==> config.mk <==
export PLATFORM = sky130hd
export DESIGN_NAME = asp_serial_port
export DESIGN_NICKNAME = d
export VERILOG_FILES = /design/src/shared/asp_pkg.sv /design/src/verilog/asp_pin_sync.sv /design/src/verilog/asp_serial_port.sv
export SDC_FILE = /design/constraint.sdc
export NUM_CORES = 1
export LEC_CHECK = 0
export BUFFER_PORTS_ARGS = -buffer_cell sky130_fd_sc_hd__clkbuf_2
export CORE_MARGIN = 2
export CORE_UTILIZATION = 35
export CTS_CLUSTER_SIZE = 40
export DETAILED_ROUTE_END_ITERATION = 12
export PLACE_DENSITY = 0.51
export REMOVE_ABC_BUFFERS = 1
export SETUP_SLACK_MARGIN = 0.3
export SYNTH_ARGS = -nofsm -noshare
export SYNTH_HDL_FRONTEND = slang
export SYNTH_SLANG_ARGS = --single-unit
==> constraint.sdc <==
create_clock -name aclk -period 6.12 [get_ports aclk]
set_input_delay 0.918 -clock aclk [delete_from_list [all_inputs] [get_ports aclk]]
set_output_delay 0.918 -clock aclk [all_outputs]
set_load 0.02 [all_outputs]
==> src/shared/asp_pkg.sv <==
// Functional notes
// - mode 1: shift on rise, sample on fall
// - both selects high resets serial state, ignores clock
// - both selects high: output pin released
// - ready on pin only with converter select
// - pin shows ready unless a frame is shifting
// - continuous: ready high start, low result
// - unread result: ready pulses high 16 early
// - late read may return old or new
// - late old read delays ready fall
// - pulse mode: ready low until next start
// - status ready bit marks unread new result
// - response: status, three data bytes, check
// - status prepended only when append enabled
// - 24-bit two's complement, sign bit first
// - overdrive clips to full-scale codes
// - check bytes use polynomial 100000111b
// - first byte shifted out is 0FFh
package asp_pkg;

  localparam int AXI_ADDR_W = 8;
  localparam logic [7:0] ADDR_CTRL = 8'h00;
  localparam logic [7:0] ADDR_PERIOD = 8'h04;
  localparam logic [7:0] ADDR_STATUS = 8'h08;
  localparam logic [7:0] ADDR_RESULT = 8'h0C;
  localparam logic [1:0] AXI_OKAY = 2'h0;
  localparam logic [1:0] AXI_SLVERR = 2'h2;

  localparam int CTRL_RUN_BIT = 0;
  localparam int CTRL_PULSE_BIT = 1;
  localparam int CTRL_APPEND_BIT = 2;
  localparam logic CTRL_PULSE_RESET = 1'b0;
  localparam logic CTRL_APPEND_RESET = 1'b0;
  localparam logic [15:0] PERIOD_RESET = 16'h0400;

  localparam logic [7:0] MCLK_DIV = 8'h11;
  localparam logic [15:0] EARLY_LEAD = 16'h0010;

  localparam logic [7:0] FIRST_BYTE = 8'hFF;
  localparam logic [7:0] CMD_START = 8'h08;
  localparam logic [7:0] CMD_STOP = 8'h0A;
  localparam logic [7:0] CMD_RDATA = 8'h12;
  localparam logic [7:0] CMD_RREG_OP = 8'h20;
  localparam logic [7:0] CMD_OP_MASK = 8'hE0;
  localparam logic [4:0] STATUS_REG_ADDR = 5'h02;
  localparam logic [7:0] CRC_POLY = 8'h07;
  localparam logic [7:0] CRC_INIT = 8'h00;

  localparam logic [3:0] BYTE_CMD = 4'h0;
  localparam logic [3:0] BYTE_ARG = 4'h1;
  localparam logic [3:0] BYTE_CRC = 4'h2;
  localparam logic [3:0] BYTE_EXEC = 4'h3;
  localparam logic [3:0] RESP_LAST_APPEND = 4'h8;
  localparam logic [3:0] RESP_LAST_PLAIN = 4'h7;
  localparam logic [3:0] RESP_LAST_REG = 4'h5;

  localparam logic [23:0] POS_FS = 24'h7FFFFF;
  localparam logic [23:0] NEG_FS = 24'h800000;
  localparam logic signed [31:0] CLIP_HI = 32'sh007FFFFF;
  localparam logic signed [31:0] CLIP_LO = 32'shFF800000;

  localparam logic [3:0] PIN_IDLE = 4'hC;

  typedef struct packed {
    logic converter_select_n;
    logic amplifier_select_n;
    logic sclk;
    logic din;
  } asp_pins_t;

  typedef enum logic [1:0] {PH_IDLE, PH_CMD, PH_RESP, PH_DONE} asp_phase_t;

  function automatic logic [7:0] crc8_byte(input logic [7:0] crc, input logic [7:0] data);
    logic [7:0] r;
    r = crc ^ data;
    for (int i = 0; i < 8; i++)
    begin
      r = r[7] ? ({r[6:0], 1'b0} ^ CRC_POLY) : {r[6:0], 1'b0};
    end
    return r;
  endfunction

  function automatic logic [23:0] clip24(input logic signed [31:0] s);
    if (s > CLIP_HI)
      return POS_FS;
    else if (s < CLIP_LO)
      return NEG_FS;
    else
      return s[23:0];
  endfunction

endpackage

==> src/verilog/asp_pin_sync.sv <==
`timescale 1ns/1ps
`default_nettype none
module asp_pin_sync #(
  parameter int W = 4,
  parameter logic [W-1:0] IDLE = '0
) (
  input wire logic aclk,
  input wire logic aresetn,
  input wire logic [W-1:0] d,
  output logic [W-1:0] q
);
  logic [W-1:0] s1_reg;
  logic [W-1:0] s2_reg;
  logic [W-1:0] s3_reg;
  // a change is taken only once stages two and three agree
  wire logic [W-1:0] agree = ~(s2_reg ^ s3_reg);

  always_ff @(posedge aclk)
  begin
    if (!aresetn)
    begin
      s1_reg <= IDLE;
      s2_reg <= IDLE;
      s3_reg <= IDLE;
      q <= IDLE;
    end
    else
    begin
      s1_reg <= d;
      s2_reg <= s1_reg;
      s3_reg <= s2_reg;
      q <= (agree & s3_reg) | (~agree & q);
    end
  end
endmodule
`default_nettype wire

==> src/verilog/asp_serial_port.sv <==
// Local design decisions: the placing of the registers and the AXI4-Lite interface to the registers.
`timescale 1ns/1ps
`default_nettype none
module asp_serial_port
  import asp_pkg::*;
(
  input wire logic aclk,
  input wire logic aresetn,
  input wire logic [AXI_ADDR_W-1:0] s_axi_awaddr,
  input wire logic s_axi_awvalid,
  output logic s_axi_awready,
  input wire logic [31:0] s_axi_wdata,
  input wire logic [3:0] s_axi_wstrb,
  input wire logic s_axi_wvalid,
  output logic s_axi_wready,
  output logic [1:0] s_axi_bresp,
  output logic s_axi_bvalid,
  input wire logic s_axi_bready,
  input wire logic [AXI_ADDR_W-1:0] s_axi_araddr,
  input wire logic s_axi_arvalid,
  output logic s_axi_arready,
  output logic [31:0] s_axi_rdata,
  output logic [1:0] s_axi_rresp,
  output logic s_axi_rvalid,
  input wire logic s_axi_rready,
  input wire asp_pins_t spi_pins,
  output logic serial_out_ready_n_o,
  output logic serial_out_ready_n_oe,
  output logic result_ready_n,
  input wire logic signed [31:0] conv_sample
);

  // ----------------------------------------
  // pin synchronisers
  // ----------------------------------------
  asp_pins_t pins_q;
  logic [3:0] pins_vec;

  asp_pin_sync #(.W(4), .IDLE(PIN_IDLE)) u_sync (
    .aclk(aclk),
    .aresetn(aresetn),
    .d(spi_pins),
    .q(pins_vec)
  );
  assign pins_q = asp_pins_t'(pins_vec);

  // ----------------------------------------
  // state
  // ----------------------------------------
  logic aw_held_reg;
  logic w_held_reg;
  logic [AXI_ADDR_W-1:0] aw_addr_reg;
  logic [31:0] w_data_reg;
  logic [3:0] w_strb_reg;
  logic pulse_mode_reg;
  logic status_append_en_reg;
  logic [15:0] period_reg;

  logic [7:0] mclk_cnt_reg;
  logic mclk_en_reg;
  logic run_reg;
  logic [15:0] conv_cnt_reg;
  logic pend_reg;
  logic [23:0] pend_data_reg;
  logic [23:0] result_reg;
  logic new_flag_reg;
  logic ready_n_reg;

  asp_phase_t phase_reg;
  logic sclk_prev_reg;
  logic [2:0] bit_idx_reg;
  logic [3:0] byte_idx_reg;
  logic [6:0] rx_shift_reg;
  logic [7:0] cmd_reg;
  logic [7:0] arg_reg;
  logic [7:0] crc_in_reg;
  logic [39:0] resp_reg;
  logic [3:0] resp_last_reg;
  logic out_bit_reg;

  // ----------------------------------------
  // register bus decode
  // ----------------------------------------
  wire logic do_write = aw_held_reg && w_held_reg && !s_axi_bvalid;
  wire logic wr_ctrl = do_write && (aw_addr_reg == ADDR_CTRL) && w_strb_reg[0];
  wire logic wr_period = do_write && (aw_addr_reg == ADDR_PERIOD);
  wire logic wr_known = (aw_addr_reg == ADDR_CTRL) || (aw_addr_reg == ADDR_PERIOD);
  wire logic rd_take = s_axi_arvalid && s_axi_arready;
  wire logic rd_known = (s_axi_araddr == ADDR_CTRL) || (s_axi_araddr == ADDR_PERIOD)
                     || (s_axi_araddr == ADDR_STATUS) || (s_axi_araddr == ADDR_RESULT);
  wire logic axi_start = wr_ctrl && w_data_reg[CTRL_RUN_BIT];
  wire logic axi_stop = wr_ctrl && !w_data_reg[CTRL_RUN_BIT];
  wire logic [7:0] status_byte = {7'h00, new_flag_reg};
  wire logic [31:0] rd_mux =
    (s_axi_araddr == ADDR_CTRL) ? {29'h0, status_append_en_reg, pulse_mode_reg, run_reg} :
    (s_axi_araddr == ADDR_PERIOD) ? {16'h0, period_reg} :
    (s_axi_araddr == ADDR_STATUS) ? {28'h0, phase_reg == PH_RESP, pend_reg,
                                     new_flag_reg, ready_n_reg} :
    (s_axi_araddr == ADDR_RESULT) ? {8'h00, result_reg} : 32'h0;
  wire logic [15:0] period_next = {w_strb_reg[1] ? w_data_reg[15:8] : period_reg[15:8],
                                   w_strb_reg[0] ? w_data_reg[7:0] : period_reg[7:0]};

  // ----------------------------------------
  // register bus slave
  // ----------------------------------------
  always_ff @(posedge aclk)
  begin
    if (!aresetn)
    begin
      aw_held_reg <= 1'b0;
      w_held_reg <= 1'b0;
      aw_addr_reg <= '0;
      w_data_reg <= 32'h0;
      w_strb_reg <= 4'h0;
      s_axi_bvalid <= 1'b0;
      s_axi_bresp <= AXI_OKAY;
    end
    else
    begin
      if (s_axi_awvalid && s_axi_awready)
      begin
        aw_held_reg <= 1'b1;
        aw_addr_reg <= s_axi_awaddr;
      end
      if (s_axi_wvalid && s_axi_wready)
      begin
        w_held_reg <= 1'b1;
        w_data_reg <= s_axi_wdata;
        w_strb_reg <= s_axi_wstrb;
      end
      if (do_write)
      begin
        aw_held_reg <= 1'b0;
        w_held_reg <= 1'b0;
        s_axi_bvalid <= 1'b1;
        s_axi_bresp <= wr_known ? AXI_OKAY : AXI_SLVERR;
      end
      else if (s_axi_bready)
        s_axi_bvalid <= 1'b0;
    end
  end

  // ready lines fall as soon as a channel is taken and stay low until the response
  always_ff @(posedge aclk)
  begin
    if (!aresetn)
    begin
      s_axi_awready <= 1'b0;
      s_axi_wready <= 1'b0;
    end
    else
    begin
      s_axi_awready <= !aw_held_reg && !(s_axi_awvalid && s_axi_awready) && !do_write;
      s_axi_wready <= !w_held_reg && !(s_axi_wvalid && s_axi_wready) && !do_write;
    end
  end

  always_ff @(posedge aclk)
  begin
    if (!aresetn)
    begin
      s_axi_arready <= 1'b0;
      s_axi_rvalid <= 1'b0;
      s_axi_rdata <= 32'h0;
      s_axi_rresp <= AXI_OKAY;
    end
    else if (rd_take)
    begin
      s_axi_arready <= 1'b0;
      s_axi_rvalid <= 1'b1;
      s_axi_rdata <= rd_mux;
      s_axi_rresp <= rd_known ? AXI_OKAY : AXI_SLVERR;
    end
    else if (s_axi_rvalid && s_axi_rready)
    begin
      s_axi_rvalid <= 1'b0;
      s_axi_arready <= 1'b1;
    end
    else if (!s_axi_rvalid)
      s_axi_arready <= 1'b1;
  end

  always_ff @(posedge aclk)
  begin
    if (!aresetn)
    begin
      pulse_mode_reg <= CTRL_PULSE_RESET;
      status_append_en_reg <= CTRL_APPEND_RESET;
      period_reg <= PERIOD_RESET;
    end
    else
    begin
      if (wr_ctrl)
      begin
        pulse_mode_reg <= w_data_reg[CTRL_PULSE_BIT];
        status_append_en_reg <= w_data_reg[CTRL_APPEND_BIT];
      end
      if (wr_period)
        period_reg <= period_next;
    end
  end

  // ----------------------------------------
  // serial frame decode
  // ----------------------------------------
  wire logic sel_conv = !pins_q.converter_select_n;
  wire logic sel_amp = !pins_q.amplifier_select_n;
  wire logic sel_any = sel_conv || sel_amp;
  wire logic sclk_rise = pins_q.sclk && !sclk_prev_reg;
  wire logic sclk_fall = !pins_q.sclk && sclk_prev_reg;
  wire logic shifting = (phase_reg == PH_CMD) || (phase_reg == PH_RESP);
  wire logic [7:0] rx_byte = {rx_shift_reg, pins_q.din};
  wire logic byte_done = sclk_fall && shifting && (bit_idx_reg == 3'h7);
  wire logic [7:0] crc_cmd = crc8_byte(crc8_byte(CRC_INIT, cmd_reg), arg_reg);
  wire logic crc_ok = (crc_cmd == crc_in_reg);
  wire logic exec = byte_done && (phase_reg == PH_CMD) && (byte_idx_reg == BYTE_EXEC) && crc_ok;
  wire logic is_rdata = (cmd_reg == CMD_RDATA) && sel_conv;
  wire logic is_rreg = (cmd_reg & CMD_OP_MASK) == CMD_RREG_OP;
  wire logic snap = exec && is_rdata;
  wire logic spi_start = exec && sel_conv && (cmd_reg == CMD_START);
  wire logic spi_stop = exec && sel_conv && (cmd_reg == CMD_STOP);
  wire logic resp_end = byte_done && (phase_reg == PH_RESP) && (byte_idx_reg == resp_last_reg);
  wire logic reading = (phase_reg == PH_RESP) || snap;

  // response bytes; the check byte covers the status byte only when it is sent
  wire logic [7:0] d2 = result_reg[23:16];
  wire logic [7:0] d1 = result_reg[15:8];
  wire logic [7:0] d0 = result_reg[7:0];
  wire logic [7:0] crc3 = crc8_byte(crc8_byte(crc8_byte(CRC_INIT, d2), d1), d0);
  wire logic [7:0] crc4 = crc8_byte(crc8_byte(crc8_byte(crc8_byte(CRC_INIT, status_byte),
                                   d2), d1), d0);
  wire logic [7:0] reg_val = (cmd_reg[4:0] == STATUS_REG_ADDR) ? status_byte : 8'h00;
  wire logic [39:0] resp_next =
    !is_rdata ? {reg_val, crc8_byte(CRC_INIT, reg_val), 24'h0} :
    status_append_en_reg ? {status_byte, d2, d1, d0, crc4} :
    {d2, d1, d0, crc3, 8'h00};
  wire logic [3:0] resp_last_next = !is_rdata ? RESP_LAST_REG :
                                    status_append_en_reg ? RESP_LAST_APPEND : RESP_LAST_PLAIN;
  wire logic [3:0] resp_idx = byte_idx_reg - BYTE_EXEC - 4'h1;
  wire logic [7:0] resp_byte = resp_reg[8'(39 - 8 * resp_idx) -: 8];
  wire logic [7:0] cur_byte =
    (byte_idx_reg == BYTE_CMD) ? FIRST_BYTE :
    (byte_idx_reg == BYTE_ARG) ? cmd_reg :
    (byte_idx_reg == BYTE_CRC) ? arg_reg :
    (byte_idx_reg == BYTE_EXEC) ? (crc_ok ? crc_cmd : ~crc_cmd) : resp_byte;

  always_ff @(posedge aclk)
  begin
    if (!aresetn)
      sclk_prev_reg <= 1'b0;
    else
      sclk_prev_reg <= pins_q.sclk;
  end

  always_ff @(posedge aclk)
  begin
    if (!aresetn || !sel_any)
    begin
      phase_reg <= PH_IDLE;
      bit_idx_reg <= 3'h0;
      byte_idx_reg <= 4'h0;
      out_bit_reg <= 1'b1;
    end
    else
    begin
      case (phase_reg)
        PH_IDLE:
        begin
          if (sclk_rise)
          begin
            phase_reg <= PH_CMD;
            out_bit_reg <= cur_byte[3'h7 - bit_idx_reg];
          end
        end
        PH_CMD, PH_RESP:
        begin
          if (sclk_rise)
            out_bit_reg <= cur_byte[3'h7 - bit_idx_reg];
          if (sclk_fall)
            bit_idx_reg <= bit_idx_reg + 3'h1;
          if (byte_done)
            byte_idx_reg <= byte_idx_reg + 4'h1;
          if (exec)
            phase_reg <= (is_rdata || is_rreg) ? PH_RESP : PH_DONE;
          else if (byte_done && phase_reg == PH_CMD && byte_idx_reg == BYTE_EXEC)
            phase_reg <= PH_DONE;
          else if (resp_end)
            phase_reg <= PH_DONE;
        end
        PH_DONE:
          phase_reg <= PH_DONE;
        default:
          phase_reg <= PH_IDLE;
      endcase
    end
  end

  // input bits are taken on the falling edge
  always_ff @(posedge aclk)
  begin
    if (!aresetn)
    begin
      rx_shift_reg <= 7'h0;
      cmd_reg <= 8'h00;
      arg_reg <= 8'h00;
      crc_in_reg <= 8'h00;
      resp_reg <= 40'h0;
      resp_last_reg <= RESP_LAST_REG;
    end
    else
    begin
      if (sclk_fall && shifting)
        rx_shift_reg <= rx_byte[6:0];
      if (byte_done && byte_idx_reg == BYTE_CMD)
        cmd_reg <= rx_byte;
      if (byte_done && byte_idx_reg == BYTE_ARG)
        arg_reg <= rx_byte;
      if (byte_done && byte_idx_reg == BYTE_CRC)
        crc_in_reg <= rx_byte;
      if (exec)
      begin
        resp_reg <= resp_next;
        resp_last_reg <= resp_last_next;
      end
    end
  end

  // ----------------------------------------
  // conversion timing and ready
  // ----------------------------------------
  wire logic start_req = axi_start || spi_start;
  wire logic stop_req = (axi_stop || spi_stop) && !start_req;
  wire logic tick = run_reg && mclk_en_reg && !start_req && !stop_req;
  wire logic complete = tick && (conv_cnt_reg == 16'h1);
  wire logic early = tick && !pulse_mode_reg && !reading
                     && (conv_cnt_reg == EARLY_LEAD + 16'h1);
  // a result finishing during a read waits, so the read keeps the old one
  wire logic commit = pend_reg && !reading;
  wire logic ready_rise = start_req || early || (snap && !pulse_mode_reg);

  always_ff @(posedge aclk)
  begin
    if (!aresetn || mclk_en_reg)
    begin
      mclk_cnt_reg <= 8'h1;
      mclk_en_reg <= 1'b0;
    end
    else
    begin
      mclk_cnt_reg <= mclk_cnt_reg + 8'h1;
      mclk_en_reg <= (mclk_cnt_reg == MCLK_DIV - 8'h1);
    end
  end

  always_ff @(posedge aclk)
  begin
    if (!aresetn)
    begin
      run_reg <= 1'b0;
      conv_cnt_reg <= PERIOD_RESET;
    end
    else if (start_req)
    begin
      run_reg <= 1'b1;
      conv_cnt_reg <= period_reg;
    end
    else if (stop_req)
      run_reg <= 1'b0;
    else if (complete)
    begin
      run_reg <= !pulse_mode_reg;
      conv_cnt_reg <= period_reg;
    end
    else if (tick)
      conv_cnt_reg <= conv_cnt_reg - 16'h1;
  end

  always_ff @(posedge aclk)
  begin
    if (!aresetn)
    begin
      pend_reg <= 1'b0;
      pend_data_reg <= 24'h0;
      result_reg <= 24'h0;
      new_flag_reg <= 1'b0;
      ready_n_reg <= 1'b1;
    end
    else
    begin
      if (complete)
      begin
        pend_reg <= 1'b1;
        pend_data_reg <= clip24(conv_sample);
      end
      else if (commit || start_req)
        pend_reg <= 1'b0;
      if (commit)
        result_reg <= pend_data_reg;
      // set wins: commit is held off in the cycle a read takes its snapshot
      if (commit)
        new_flag_reg <= 1'b1;
      else if (snap)
        new_flag_reg <= 1'b0;
      if (commit && !start_req)
        ready_n_reg <= 1'b0;
      else if (ready_rise)
        ready_n_reg <= 1'b1;
    end
  end

  // ----------------------------------------
  // shared output pin
  // ----------------------------------------
  wire logic show_ready = sel_conv && !shifting;

  always_ff @(posedge aclk)
  begin
    if (!aresetn)
    begin
      serial_out_ready_n_o <= 1'b1;
      serial_out_ready_n_oe <= 1'b0;
      result_ready_n <= 1'b1;
    end
    else
    begin
      serial_out_ready_n_o <= show_ready ? ready_n_reg : out_bit_reg;
      serial_out_ready_n_oe <= sel_any;
      result_ready_n <= ready_n_reg;
    end
  end

endmodule
`default_nettype wire
# [Word-level counts from Yosys, hierarchy flattened]
# Cells that the tools add are included.
[totals] regBits=269 latchBits=0 mem_bits_rw=0 rom_bits=0 input_bits=95 out_inout_bits=44 memories=0
[op_classes] n_addsub=8 n_mul=0 div_mod_pow=0 magnitude_cmp=3 n_eq_ne=25 shift=1 muxes=119 n_bitwise=86 n_reduce_logical=99
[ops] cell="$mux W3" count=73
[ops] cell="$not A3 Y3" count=71
[ops] cell="$mux W24" count=6
[ops] cell="$mux W40" count=2
[ops] cell="$mux W16" count=4
[ops] cell="$shiftx A47 B9 Y8" count=1
[ops] cell="$logic_and A1 B1 Y1" count=44
[ops] cell="$mux W8" count=5
[ops] cell="$xor A8 B8 Y8" count=5
[ops] cell="$eq A8 B4 Y1 const B" count=4
[ops] cell="$gt A32 B24 Y1 const B" count=1
[ops] cell="$lt A32 B24 Y1 const B" count=1
[ops] cell="$mux W1" count=19
[ops] cell="$logic_not A1 Y1" count=18
[ops] cell="$eq A16 B1 Y1 const B" count=1
[ops] cell="$eq A16 B5 Y1 const B" count=1
[ops] cell="$eq A8 B3 Y1 const B" count=2
[ops] cell="$eq A8 B5 Y1 const B" count=2
[ops] cell="$logic_not A8 Y1" count=2
[ops] cell="$sub A16 B1 Y16 const B" count=1
[ops] cell="$logic_or A1 B1 Y1" count=15
[ops] cell="$reduce_and A2 Y1" count=7
[ops] cell="$mux W2" count=6
[ops] cell="$reduce_bool A2 Y1" count=5
[ops] cell="36 further kinds" count=45

# [Longest topological paths before layout]
# Gate-level depths: netlist of the first run.
[depth] ltp_word=54 depth_mapped=17 mapped_depth_nobuf=12

# [By module]
# Synthesis of the first run repeated with hierarchy kept, for this count alone.
[unflattened] cells_unflattened=1541 hier_area_um2=12991.2
[by_module_without_submodules] module="asp_serial_port" n_inst=1 cells_each=1500 area_per_inst_um2=12514.5
[by_module_without_submodules] module="asp_pin_sync" n_inst=1 cells_each=41 area_per_inst_um2=476.7

# [Worst setup path before layout of the first run]
# Ideal clock, no wire load.
[synth_path] kind="reg2reg" startpoint="register byte_idx_reg[0]" endpoint="register out_bit_reg" setup_ns=0.140 arrival_time_ns=3.226 slack_ns=2.754 stages_incl_launch_ff=14 synth_period_minus_slack_ns=3.366 cell_sequence="dfxtp_1 -> clkbuf_1 -> buf_1 -> inv_1 -> ha_1 -> clkbuf_1 -> buf_1 -> mux2i_1 -> a221oi_1 -> a222oi_1 -> o21bai_1 -> o311ai_0 -> a21o_1 -> a22oi_1"
[synth_between] elab_chain_cells=10 elab_cells_between_ends=14
[synth_rtl] item="from (decl)" line_no="asp_serial_port.sv:72" source="logic [3:0] byte_idx_reg;"
[synth_rtl] item="from (signal assigned)" line_no="asp_serial_port.sv:282" source="byte_idx_reg <= byte_idx_reg + 4'h1;"
[synth_rtl] item="$sub A4 B2 Y4" line_no="asp_serial_port.sv:239" source="wire logic [3:0] resp_idx = byte_idx_reg - BYTE_EXEC - 4'h1;"
[synth_rtl] item="$sub A4 B1 Y4" line_no="asp_serial_port.sv:239"
[synth_rtl] item="$sub A6 B7 Y8" line_no="asp_serial_port.sv:240" source="wire logic [7:0] resp_byte = resp_reg[8'(39 - 8 * resp_idx) -: 8];"
[synth_rtl] item="$shiftx A47 B9 Y8" line_no="asp_serial_port.sv:240"
[synth_rtl] item="$mux W8" line_no="asp_serial_port.sv:245" source="(byte_idx_reg == BYTE_EXEC) ? (crc_ok ? crc_cmd : ~crc_cmd) : resp_byte;"
[synth_rtl] item="$mux W8" line_no="asp_serial_port.sv:244" source="(byte_idx_reg == BYTE_CRC) ? arg_reg :"
[synth_rtl] item="$mux W8" line_no="asp_serial_port.sv:243" source="(byte_idx_reg == BYTE_ARG) ? cmd_reg :"
[synth_rtl] item="$mux W8 *" line_no="asp_serial_port.sv:242" source="(byte_idx_reg == BYTE_CMD) ? FIRST_BYTE :"
[synth_rtl] item="$bmux W1 S3 *" line_no="asp_serial_port.sv:272, asp_serial_port.sv:278"
[synth_rtl] item="$mux W1 (not written as such) *" line_no="asp_serial_port.sv:272, asp_serial_port.sv:278"
[synth_rtl] item="to (signal assigned)" line_no="asp_serial_port.sv:272" source="out_bit_reg <= cur_byte[3'h7 - bit_idx_reg];"
[synth_rtl] item="to (signal assigned)" line_no="asp_serial_port.sv:278" source="out_bit_reg <= cur_byte[3'h7 - bit_idx_reg];"
[synth_rtl] item="to (decl)" line_no="asp_serial_port.sv:79" source="logic out_bit_reg;"
# Every way passes the cells marked *; elsewhere a longest branch is shown, timed or not. The select of a mux whose other input is x is not followed.
# A chain may end at the register's enable or synchronous reset.

# [Worst setup path after layout of the first run]
[layout_path] startpoint="register cmd_reg[2]" endpoint="register conv_cnt_reg[10]"
[layout_between] elab_chain_cells=24 elab_cells_between_ends=36
[layout_rtl] item="from (decl)" line_no="asp_serial_port.sv:74" source="logic [7:0] cmd_reg;"
[layout_rtl] item="from (signal assigned)" line_no="asp_serial_port.sv:315" source="cmd_reg <= rx_byte;"
[layout_rtl] item="$mux W3" line_no="asp_pkg.sv:78" source="r = r[7] ? ({r[6:0], 1'b0} ^ CRC_POLY) : {r[6:0], 1'b0};"
[layout_rtl] item="$not A3 Y3 (no source line)"
[layout_rtl] item="$mux W3" line_no="asp_pkg.sv:78"
[layout_rtl] item="$not A3 Y3 (no source line)"
[layout_rtl] item="$mux W3" line_no="asp_pkg.sv:78"
[layout_rtl] item="$xor A8 B8 Y8" line_no="asp_pkg.sv:75" source="r = crc ^ data;"
[layout_rtl] item="$mux W3" line_no="asp_pkg.sv:78"
[layout_rtl] item="$not A3 Y3 (no source line)"
[layout_rtl] item="(+8 left out)"
[layout_rtl] item="$logic_not A1 Y1" line_no="asp_serial_port.sv:332, asp_serial_port.sv:333"
[layout_rtl] item="$logic_and A1 B1 Y1" line_no="asp_serial_port.sv:332" source="wire logic stop_req = (axi_stop || spi_stop) && !start_req;"
[layout_rtl] item="$logic_not A1 Y1" line_no="asp_serial_port.sv:333" source="wire logic tick = run_reg && mclk_en_reg && !start_req && !stop_req;"
[layout_rtl] item="$logic_and A1 B1 Y1" line_no="asp_serial_port.sv:333"
[layout_rtl] item="$logic_and A1 B1 Y1" line_no="asp_serial_port.sv:334" source="wire logic complete = tick && (conv_cnt_reg == 16'h1);"
[layout_rtl] item="$mux W16" line_no="asp_serial_port.sv:369" source="else if (complete)"
[layout_rtl] item="$mux W16" line_no="asp_serial_port.sv:367" source="else if (stop_req)"
[layout_rtl] item="$mux W16" line_no="asp_serial_port.sv:362" source="else if (start_req)"
[layout_rtl] item="to (signal assigned)" line_no="asp_serial_port.sv:365" source="conv_cnt_reg <= period_reg;"
[layout_rtl] item="to (signal assigned)" line_no="asp_serial_port.sv:372" source="conv_cnt_reg <= period_reg;"
[layout_rtl] item="to (signal assigned)" line_no="asp_serial_port.sv:375" source="conv_cnt_reg <= conv_cnt_reg - 16'h1;"
[layout_rtl] item="to (decl)" line_no="asp_serial_port.sv:62" source="logic [15:0] conv_cnt_reg;"
# Several ways; a longest one is shown, not always the timed one. The select of a mux whose other input is x is not followed.

==> key figures, run 1 <==
STA
  • Clock skew: 13.8 ps
  • Tmin final: 4580 ps
  • RSZ-0062 raised after global routing: false
  • Fmax achieved: 0.218 GHz
  • Final hold viol count: 0
  • Worst-Margin Slew: 1010 ps
  • Final setup viols: 0
  • Slew HR: 32.6%
  • Final worst slack: 1540 ps
  • Fin crit share: 74.9%
  • Setup TNS: 0 ps
  • Max Slew Vio Count: 0

Clocking
  • Root Buffer: clkbuf_16
  • Post-CTS Resized: 0
  • Setup bufs post-CTS: 0
  • Clock transition at the registers of the reported paths: 60 ps
  • Total CTS buffers: 29
  • CTS tree: built
  • Clock sinks: 258
  • Hold-fix buffers at CTS: 0
  • Latest clock arrival within the worst-skew pair: 550 ps
  • Clock buffer depth: 3
  • CTS H-tree lvls: 1

Global route
  • Vias in the first global route: 10.1k
  • Largest net degree at the start of global routing: 82
  • Number of antenna violations at the first check in global routing: 0
  • First-pass GRT wire length: 56300 um
  • GRT overflow: 0
  • GRT Resource Usage Total: 18.3%

Synth
  • Post-Syn Area per Cell: 8.16 um^2
  • Seq cells post-synth: 258
  • Main synth FF type: dfxtp_1
  • Yosys warns: 0
  • Synthesized cell area: 12700 um^2
  • Post-synthesis async set-or-reset flop share: 0%
  • Synth cell types: 76
  • Post-synth EDFFs: 0
  • Synthesized instance count: 1556
  • Seq/Total Area, Yosys: 40.7%

Die
  • Top Ports: 139
  • Row count: 69
  • Die height: 194 um
  • Die area: 37800 um^2
  • Initial Util: 35.6%
  • Core Box Area: 35700 um^2
  • Die width: 194 um

Drt
  • Number of iterations in the first detailed-routing pass: 5
  • Post-route DRC: 0
  • Total number of vias: 10.8k
  • Average wire per standard cell: 17.0 um
  • Vias/cell: 5.18
  • Antenna-violating nets left: 0
  • WL final: 35500 um
  • DRT iter0 DRCs: 791

Cells and area
  • Max reg flops: 40
  • Final Instance Area: 14400 um^2
  • Most common library cell in the layout ignoring fill and taps: nand2_1
  • Filler cells: 3646
  • Area Growth Syn to Fin: 13.7%
  • Nets: 1721
  • Layout cells sized above 1: 12.4%
  • Multi-input logic area: 6930 um^2
  • # diodes: 0
  • FF+latch area: 5160 um^2
  • Commonest non-fill, non-tap cells in the layout: nand2_1 (262), dfxtp_1 (258), a21oi_1 (203), nor2_1 (145), clkbuf_2 (110)

Run
  • Max-cap violations: 0

Setup path
  • Startpoint Class: register
  • Crit Path Category: reg2reg
  • CP startpoint: cmd_reg[2]$_SDFFE_PN0P_
  • CP max FO: 61
  • CP endpoint kind: register
  • WP data required: 6550 ps
  • Reg-to-reg startpoint: cmd_reg[2]$_SDFFE_PN0P_
  • Crit path arrival time: 5010 ps

Power
  • Comb pwr share: 3.3%
  • Clock power share: 50.1%
  • Internal power: 2.86 mW
  • LEAKAGE: 5.31 nW
  • Power Total: 3.67 mW
  • Pwr dens: 254 nW/um^2
  • Psw: 807 uW
  • Sw Share: 22.0%
  • Power share of the sequential group: 46.6%
  • Maximum vdd drop: 188 uV

Placed design
  • DP HPWL: 25100 um
  • GP Congestion: 0.846
  • # port buffers: 110
  • Worst slack at placement: 1540 ps
  • Placed Area: 13400 um^2

Worst hold path
  • Hold Path Class: reg2reg
  • Hold path start: mclk_cnt_reg[0]$_SDFF_PP1_

Outcome
  • Status: complete, no violations
## critical path: stages, from the launching register on
cell and delay (ps):
dfxtp_1 510, inv_1 110, ha_1 320, xnor2_1 350, xnor2_2 250, xnor3_1 390, nor3_1 240, o22ai_1 130
buf_4 200, or3_2 490, buf_4 340, o21a_1 330, nand2_2 280, nand2_1 280, o32a_1 230
## routing by layer
metal	track usage [%]	share of wire (%)	vias up
li1	-	-	5451
met1	25.6	48	5107
met2	30.1	47	210
met3	2.13	3.7	50
met4	4.64	2.1	0
met5	0	0	-
## cells in the mapped netlist, drive strengths merged, types with 3 or more instances
library cell,instances,area [um^2]
a211oi,25,188
nand3b,3,22.5
mux2i,37,370
o22ai,10,62.6
inv,29,109
nand2,263,990
clkbuf,79,297
xor2,27,244
dfxtp,258,5160
and3,16,100
and2,15,93.8
nand2b,13,81.3
nor2b,5,31.3
o211ai,8,60.1
mux2,5,56.3
o21bai,4,30.0
o21ai,62,310
nor4,8,50.1
nor3,36,190
a22o,8,70.1
a21o,3,22.5
nor2,147,571
a221oi,4,35.0
mux4,6,135
a21oi,204,1020
a31oi,3,18.8
nand4,11,75.1
xnor3,9,204
or2,4,25.0
buf,37,243
xnor2,78,698
o21a,7,52.6
nand3,31,160
or3,13,81.3
ha,23,288
a22oi,31,233
## logic make-up after synthesis
family,after synthesis,share of synthesized area [%]
simple gates,573,20.0
flops,258,40.7
buf+inv,145,5.10
xor+xnor,114,9.02
mux,48,4.42
fa+ha+maj,23,2.27
other cells,1,0.0295
compound gates,394,18.4
## per-stage QoR
step                cells  utilization [%]  hold slack (ps)
global placement     2033             37.7              398
detailed placement   2033             37.7              398
floorplan            1449                -              384
finish               2087             40.5              412
CTS                  2087             40.5              415
global route         2087             40.5              428
## power groups by stage
stage / sequential (mW) / clock (mW) / combinational, mW
floorplan: 1.75 / 0 / 0.0617
global placement: 1.75 / 0 / 0.123
detailed placement: 1.75 / 0 / 0.124
CTS: 1.71 / 1.88 / 0.125
global route: 1.71 / 1.95 / 0.138
finish: 1.71 / 1.84 / 0.123
## worst paths after layout
kind                                         to  slack, ps  cells after the start
hold reg to reg      mclk_cnt_reg[0]$_SDFF_PP1_        410                      1
setup / recovery  conv_cnt_reg[10]$_SDFFE_PN1P_       1540                     14
setup reg to reg  conv_cnt_reg[10]$_SDFFE_PN1P_       1540                     14
hold / removal       mclk_cnt_reg[0]$_SDFF_PP1_        410                      1
## final cells by class
cell class	count	area share (%)
Tap cell	461	3.99
Sequential cell	258	35.8
Inverter	29	0.788
Clock buffer	40	5.52
Multi-Input combinational cell	1162	48.0
Timing Repair Buffer	123	4.49
Clock inverter	14	1.46
Note: power is estimated with default switching activity, not from simulation.
==> inputs of run 2 (changes only) <==
--- a/config.mk
+++ b/config.mk
@@ -5,12 +5,13 @@
 export SDC_FILE = /design/constraint.sdc
 export NUM_CORES = 1
 export LEC_CHECK = 0
+export ABC_AREA = 1
 export BUFFER_PORTS_ARGS = -buffer_cell sky130_fd_sc_hd__clkbuf_2
 export CORE_MARGIN = 2
 export CORE_UTILIZATION = 35
 export CTS_CLUSTER_SIZE = 40
 export DETAILED_ROUTE_END_ITERATION = 12
-export PLACE_DENSITY = 0.51
+export PLACE_DENSITY = 0.53
 export REMOVE_ABC_BUFFERS = 1
 export SETUP_SLACK_MARGIN = 0.3
 export SYNTH_ARGS = -nofsm -noshare
==> constraint.sdc (replaced) <==
create_clock -name aclk -period 4.16 [get_ports aclk]
set_input_delay 0.624 -clock aclk [delete_from_list [all_inputs] [get_ports aclk]]
set_output_delay 0.624 -clock aclk [all_outputs]
set_load 0.02 [all_outputs]
==> key figures, run 2 <==
STA
  • Final hold viol count: 0 (unchanged)
  • Fmax achieved: 0.282 GHz (+29%)
  • Slew HR: 49.6% (+17 points)
  • Max Slew Vio Count: 0 (unchanged)
  • RSZ-0062 raised after global routing: false
  • Fin crit share: 85.4% (+10 points)
  • Setup TNS: 0 ps (unchanged)
  • Final setup viols: 0 (unchanged)
  • Tmin final: 3550 ps (-1030 ps)
  • Worst-Margin Slew: 755 ps (-257 ps)
  • Clock skew: 26.0 ps (+12.2 ps)

Placed design
  • Placed Cells incl. Taps: 2415 (+19%)
  • GP Congestion: 0.862 (+2.0%)
  • # port buffers: 110 (unchanged)
  • DP HPWL: 27100 um (+8.2%)

Synth
  • Synth top area cells: dfxtp_1 (40%), nand2_1 (11%), a21oi_1 (7.2%), o21ai_0 (6.9%), inv_1 (6.4%)
  • Post-synthesis async set-or-reset flop share: 0% (unchanged)
  • Seq cells post-synth: 258 (unchanged)
  • Yosys warns: 0 (unchanged)
  • Post-synth EDFFs: 0 (unchanged)
  • Synthesized cell area: 13000 um^2 (+2.5%)
  • Synthesized instance count: 1884 (+21%)
  • Seq/Total Area, Yosys: 39.7% (-0.99 points)
  • Commonest cells in the netlist: nand2_1 (375), dfxtp_1 (258), inv_1 (222), nor2_1 (220), a21oi_1 (186)
  • Post-Syn Area per Cell: 6.91 um^2 (-15%)
  • Synth area leader: dfxtp_1
  • Main synth FF type: dfxtp_1
  • Top-count cell post-synth: nand2_1
  • Post-synth top area share: 39.7% (-0.99 points)
  • Synth cell types: 49 (-36%)

Global route
  • Largest net degree at the start of global routing: 81 (-1.2%)
  • Number of antenna violations at the first check in global routing: 0 (unchanged)
  • GRT Resource Usage Total: 19.1% (+0.77 points)
  • First-pass GRT wire length: 59900 um (+6.3%)
  • GRT overflow: 0 (unchanged)
  • Vias in the first global route: 11.7k (+15%)

Cells and area
  • Layout cells sized above 1: 11.5% (-0.88 points)
  • # diodes: 0 (unchanged)
  • Nets: 2097 (+22%)
  • Final Util: 41.5% (+0.97 points)
  • Area Growth Syn to Fin: 16.7%
  • Commonest non-fill, non-tap cells in the layout: nand2_1 (370), dfxtp_1 (257), inv_1 (222), nor2_1 (216), a21oi_1 (186)
  • Max reg flops: 40 (unchanged)
  • Most common library cell in the layout ignoring fill and taps: nand2_1
  • Post-Layout Cell Count: 2469 (+18%)

Drt
  • DRT iter0 DRCs: 841 (+6.3%)
  • Total number of vias: 12.2k (+13%)
  • Average wire per standard cell: 15.0 um (-12%)
  • WL final: 37100 um (+4.6%)
  • Post-route DRC: 0 (unchanged)
  • Vias/cell: 4.95 (-4.5%)
  • Number of iterations in the first detailed-routing pass: 5 (unchanged)
  • Antenna-violating nets left: 0 (unchanged)

Setup path
  • Crit path max-delay cell type: dfxtp_1
  • CP max FO: 23 (-62%)
  • WP data required: 4630 ps (-1920 ps)
  • Worst path most repeated cell: nand2_1
  • CP endpoint kind: register
  • WP depth: 22 (+8)
  • Flop2flop setup slack: 610 ps (-930 ps)
  • Worst-path cell chain: inv_1 > ha_1 > inv_1 > nand2_1 > nand2_1 > nand2_1 > nand2_1 > nand2_1 > nand3_1 > nand2_2 > xnor3_1 > clkinvlp_4 > nand2_1 > nor2_4 > nand4_1 > nor2_1 > nor2_1 > nand4_1 > buf_12 > buf_6 > o21ai_0 > nor2_1
  • Crit path capture: pend_data_reg[2]$_SDFFE_PN0P_
  • CP startpoint: cmd_reg[6]$_SDFFE_PN0P_
  • Crit path arrival time: 4020 ps (-990 ps)
  • Crit Path Category: reg2reg
  • Startpoint Class: register
  • Reg-to-reg startpoint: cmd_reg[6]$_SDFFE_PN0P_
  • WP buf/inv: 5 (+2)
  • Reg2reg end: pend_data_reg[2]$_SDFFE_PN0P_
  • Slowest cell delay on critical path: 340 ps (-170 ps)
  • Worst Reg-to-Reg Cells: 22 (+8)
  • CP top delay family: simple AND/OR/NAND/NOR gates

Clocking
  • Clock buffer depth: 3 (unchanged)
  • Total CTS buffers: 30 (+3.4%)
  • Latest clock arrival within the worst-skew pair: 580 ps (+30 ps)
  • Root Buffer: clkbuf_16
  • Clock sinks: 258 (unchanged)
  • Clock transition at the registers of the reported paths: 60 ps (about the same)
  • CTS tree: built
  • CTS H-tree lvls: 1 (unchanged)

Die
  • Initial Util: 35.6% (-0.068 points)
  • Row count: 70 (+1.4%)
  • Die height: 197 um (+1.2%)
  • Die width: 197 um (+1.2%)
  • Top Ports: 139 (unchanged)
  • Die area: 38700 um^2 (+2.4%)
  • Core Box Area: 36600 um^2 (+2.7%)

Worst hold path
  • Hold Path Class: in2reg
  • Hold Crit Depth: 3 (+2)

Power
  • Pwr dens: 367 nW/um^2 (+44%)
  • LEAKAGE: 6.40 nW (+20%)
  • Maximum vdd drop: 284 uV (+51%)

Run
  • Max-cap violations: 0 (unchanged)

Outcome
  • Status: complete, no violations
-- run 2: cell families (layout without fill, tap and decap cells) --
| family | after synthesis | in the layout | synth area share, % |
|---|---|---|---|
| buf+inv | 320 | 428 | 9.78 |
| flops | 258 | 258 | 39.7 |
| xor+xnor | 81 | 81 | 6.08 |
| simple gates | 759 | 759 | 24.1 |
| compound gates | 442 | 442 | 18.1 |
| fa+ha+maj | 23 | 23 | 2.21 |
| other cells | 1 | 10 | 0.0288 |
-- run 2: tightest hold or removal path, stage by stage --
cell and delay [ps]:
clkbuf_2 80, nand2_1 40, inv_1 40
-- run 2: power by group --
part | internal, mW | switching (mW) | leakage [nW]
sequential | 2.50 | 0.0174 | 2.09
clock | 1.74 | 1.08 | 0.514
combinational | 0.0771 | 0.150 | 3.80
-- run 2: layer usage --
metal	track usage, %	routed length [um]
met1	25.4	17700
met2	32.6	17300
met3	2.12	1380
met4	5.57	767
met5	0	0
-- run 2: worst min-delay path by stage --
| stage | from | end |
|---|---|---|
| after detailed placement | u_sync.s1_reg[3]$_SDFF_PN1_ | u_sync.s2_reg[3]$_SDFF_PN1_ |
| after floorplan | u_sync.s1_reg[0]$_SDFF_PN0_ | u_sync.s2_reg[0]$_SDFF_PN0_ |
| after global routing | spi_pins[1] | u_sync.s1_reg[1]$_SDFF_PN0_ |
| after CTS | spi_pins[1] | u_sync.s1_reg[1]$_SDFF_PN0_ |
| final | spi_pins[1] | u_sync.s1_reg[1]$_SDFF_PN0_ |
| after global placement | u_sync.s1_reg[2]$_SDFF_PN1_ | u_sync.s2_reg[2]$_SDFF_PN1_ |
-- run 2: metrics by stage --
| step | instance area (um^2) | power (mW) | setup slack [ps] | hold WS (ps) |
|---|---|---|---|---|
| 4_1_cts | 15100 | 5.64 | 317 | 231 |
| 2_1_floorplan | 12700 | 2.70 | 356 | 390 |
| 3_3_place_gp | 14100 | 2.80 | 374 | 401 |
| 3_5_place_dp | 14100 | 2.80 | 336 | 400 |
| 6_report | 15200 | 5.57 | 608 | 257 |
| 5_1_grt | 15200 | 5.78 | 295 | 254 |
-- run 2: timing repair --
action,4_1_cts,5_1_grt
resized for setup,0,21
endpoints found under the setup margin,0,91
hold endpoints to repair,0,0
hold buffers,0,0
setup buffers,0,0
-- run 2: area by class of cell --
cell class / instances / area (um^2)
Clock buffer: 42 / 856
Clock inverter: 12 / 209
Fill cell: 3853 / 21400
Inverter: 235 / 891
Multi-Input combinational cell: 1315 / 6650
Sequential cell: 258 / 5170
Tap cell: 468 / 586
Timing Repair Buffer: 139 / 825
==> inputs of run 3 (changes only) <==
--- a/config.mk
+++ b/config.mk
@@ -5,13 +5,12 @@
 export SDC_FILE = /design/constraint.sdc
 export NUM_CORES = 1
 export LEC_CHECK = 0
-export ABC_AREA = 1
 export BUFFER_PORTS_ARGS = -buffer_cell sky130_fd_sc_hd__clkbuf_2
 export CORE_MARGIN = 2
 export CORE_UTILIZATION = 35
 export CTS_CLUSTER_SIZE = 40
 export DETAILED_ROUTE_END_ITERATION = 12
-export PLACE_DENSITY = 0.53
+export PLACE_DENSITY = 0.62
 export REMOVE_ABC_BUFFERS = 1
 export SETUP_SLACK_MARGIN = 0.3
 export SYNTH_ARGS = -nofsm -noshare
==> key figures, run 3 (same netlist as run 1, synthesis figures left out) <==
Power
  • Maximum vdd drop: 250 uV (-12%)
  • Power Total: 5.34 mW (-4.2%)
  • Pwr dens: 363 nW/um^2 (-1.1%)
  • LEAKAGE: 5.48 nW (-14%)

Run
  • Max-cap violations: 0 (unchanged)

Die
  • Die width: 194 um (-1.2%)
  • Row count: 69 (-1.4%)
  • Die area: 37800 um^2 (-2.4%)
  • Core Box Area: 35700 um^2 (-2.6%)
  • Top Ports: 139 (unchanged)
  • Initial Util: 35.6% (+0.068 points)
  • Die height: 194 um (-1.2%)

Global route
  • GRT Resource Usage Total: 18.1% (-0.97 points)
  • Vias in the first global route: 10.5k (-10%)
  • Met3 Resource Use GR: 2.41% (+0.29 points)
  • GR Layer Usage met2: 30.3% (-2.3 points)
  • Largest net degree at the start of global routing: 103 (+27%)
  • First-pass GRT wire length: 56300 um (-5.9%)
  • Met1 usage: 24.6% (-0.87 points)
  • GRT overflow: 0 (unchanged)
  • GRT busiest layer: met2
  • Number of antenna violations at the first check in global routing: 2 (+2)

Cells and area
  • Final Instance Area: 14700 um^2 (-3.1%)
  • Final Util: 41.3% (-0.22 points)
  • Most common library cell in the layout ignoring fill and taps: nand2_1
  • Commonest non-fill, non-tap cells in the layout: nand2_1 (262), dfxtp_1 (257), a21oi_1 (203), nor2_1 (145), clkbuf_2 (110)
  • # diodes: 0 (unchanged)
  • Area Growth Syn to Fin: 15.8%
  • Nets: 1746 (-17%)
  • Max reg flops: 40 (unchanged)
  • Layout cells sized above 1: 14.3% (+2.8 points)

Setup path
  • Worst path most repeated cell: nor3_1
  • WP data required: 4600 ps (-30 ps)
  • Crit Path Category: reg2reg
  • Worst-path cell chain: inv_1 > ha_4 > xnor2_1 > xnor3_2 > xor2_1 > nor3_1 > o22a_1 > a41o_1 > a21o_1 > nor3_1 > a2111oi_2
  • CP endpoint kind: register
  • Crit path arrival time: 4030 ps (about the same)
  • Startpoint Class: register
  • Crit path max-delay cell type: a21o_1
  • Slowest cell delay on critical path: 500 ps (+160 ps)
  • CP max FO: 19 (-17%)

Clocking
  • Clock buffer depth: 3 (unchanged)
  • Root Buffer: clkbuf_16
  • CTS H-tree lvls: 1 (unchanged)
  • Clock transition at the registers of the reported paths: 60 ps (about the same)
  • CTS tree: built
  • Hold-fix buffers at CTS: 0 (unchanged)
  • Clock sinks: 258 (unchanged)
  • Latest clock arrival within the worst-skew pair: 570 ps (about the same)
  • Total CTS buffers: 29 (-3.3%)

STA
  • RSZ-0062 raised after global routing: false
  • Fmax achieved: 0.279 GHz (-0.84%)
  • Final hold viol count: 0 (unchanged)
  • Worst-Margin Slew: 1140 ps (+381 ps)
  • Fin crit share: 86.1% (+0.72 points)
  • Max Slew Vio Count: 0 (unchanged)
  • Tmin final: 3580 ps (+29.9 ps)
  • Final setup viols: 0 (unchanged)
  • Clock skew: 19.6 ps (-6.44 ps)
  • Slew HR: 24.3% (-25 points)

Drt
  • Total number of vias: 11.0k (-9.8%)
  • Vias/cell: 5.22 (+5.4%)
  • DRT iter0 DRCs: 786 (-6.5%)
  • Post-route DRC: 0 (unchanged)
  • WL final: 35100 um (-5.6%)
  • Antenna-violating nets left: 0 (unchanged)
  • Number of iterations in the first detailed-routing pass: 5 (unchanged)
  • Average wire per standard cell: 16.6 um (+10%)

Placed design
  • Placed Area: 13600 um^2 (-3.2%)
  • DP HPWL: 25200 um (-7.2%)
  • GP Congestion: 0.857 (-0.53%)
  • # port buffers: 110 (unchanged)

Outcome
  • Status: complete, no violations

Worst hold path
  • Hold Path Class: in2reg
-- run 3: path summary, 6_finish.rpt --
check	start	to	slack, ps	depth (start not counted)
worst min-delay path	spi_pins[2]	u_sync.s1_reg[2]$_SDFF_PN1_	250	2
worst min register to register	u_sync.s1_reg[2]$_SDFF_PN1_	u_sync.s2_reg[2]$_SDFF_PN1_	410	1
worst max-delay path	cmd_reg[5]$_SDFFE_PN0P_	conv_cnt_reg[14]$_SDFFE_PN0P_	580	11
worst max register to register	cmd_reg[5]$_SDFFE_PN0P_	conv_cnt_reg[14]$_SDFFE_PN0P_	580	11
-- run 3: cell type report --
| type | count | area [um^2] |
|---|---|---|
| clock inverter | 14 | 173 |
| fill | 3598 | 20900 |
| inverter | 29 | 114 |
| timing repair buffer | 148 | 873 |
| clock buffer | 40 | 827 |
| tap | 461 | 577 |
| multi-input combinational | 1162 | 6980 |
| sequential | 258 | 5170 |
-- run 3: report_power, final --
group          leakage (nW)  internal [mW]  switching [mW]
Combinational          2.91         0.0623           0.118
Sequential             2.09           2.50          0.0188
Clock                 0.479           1.58            1.06
Total                  5.48           4.14            1.20
-- run 3: critical path: cells and delay by family, from the launching register on --
family	cells	cell delay, ps
DFF	1	410
AOI/OAI and AO/OA	4	1550
buffers and inverters	1	110
and+or+nand+nor	2	330
adders and majority gates	1	340
xor gates and xnor gates	3	720
-- run 3: timing repair --
item                                    CTS  global route
resized for setup                         1             8
setup buffers                             0             5
hold endpoints to repair                  0             0
pin swaps                                 0             2
endpoints found under the setup margin    1            86
-- run 3: routing by layer --
layer | part of all wire [%] | up-vias
li1 | - | 5510
met1 | 46 | 5212
met2 | 47 | 237
met3 | 4.7 | 55
met4 | 2.3 | 4
met5 | 0.080 | -
-- run 3: metrics by stage --
stage | setup slack (ps) | hold WS (ps) | TNS [ps] | cells
final | 578 | 251 | 0 | 2112
after global routing | 354 | 234 | 0 | 2112
after floorplan | -683 | 384 | -36350 | 1449
after CTS | 322 | 227 | 0 | 2107
after detailed placement | 316 | 396 | 0 | 2053
after global placement | 424 | 394 | 0 | 2053
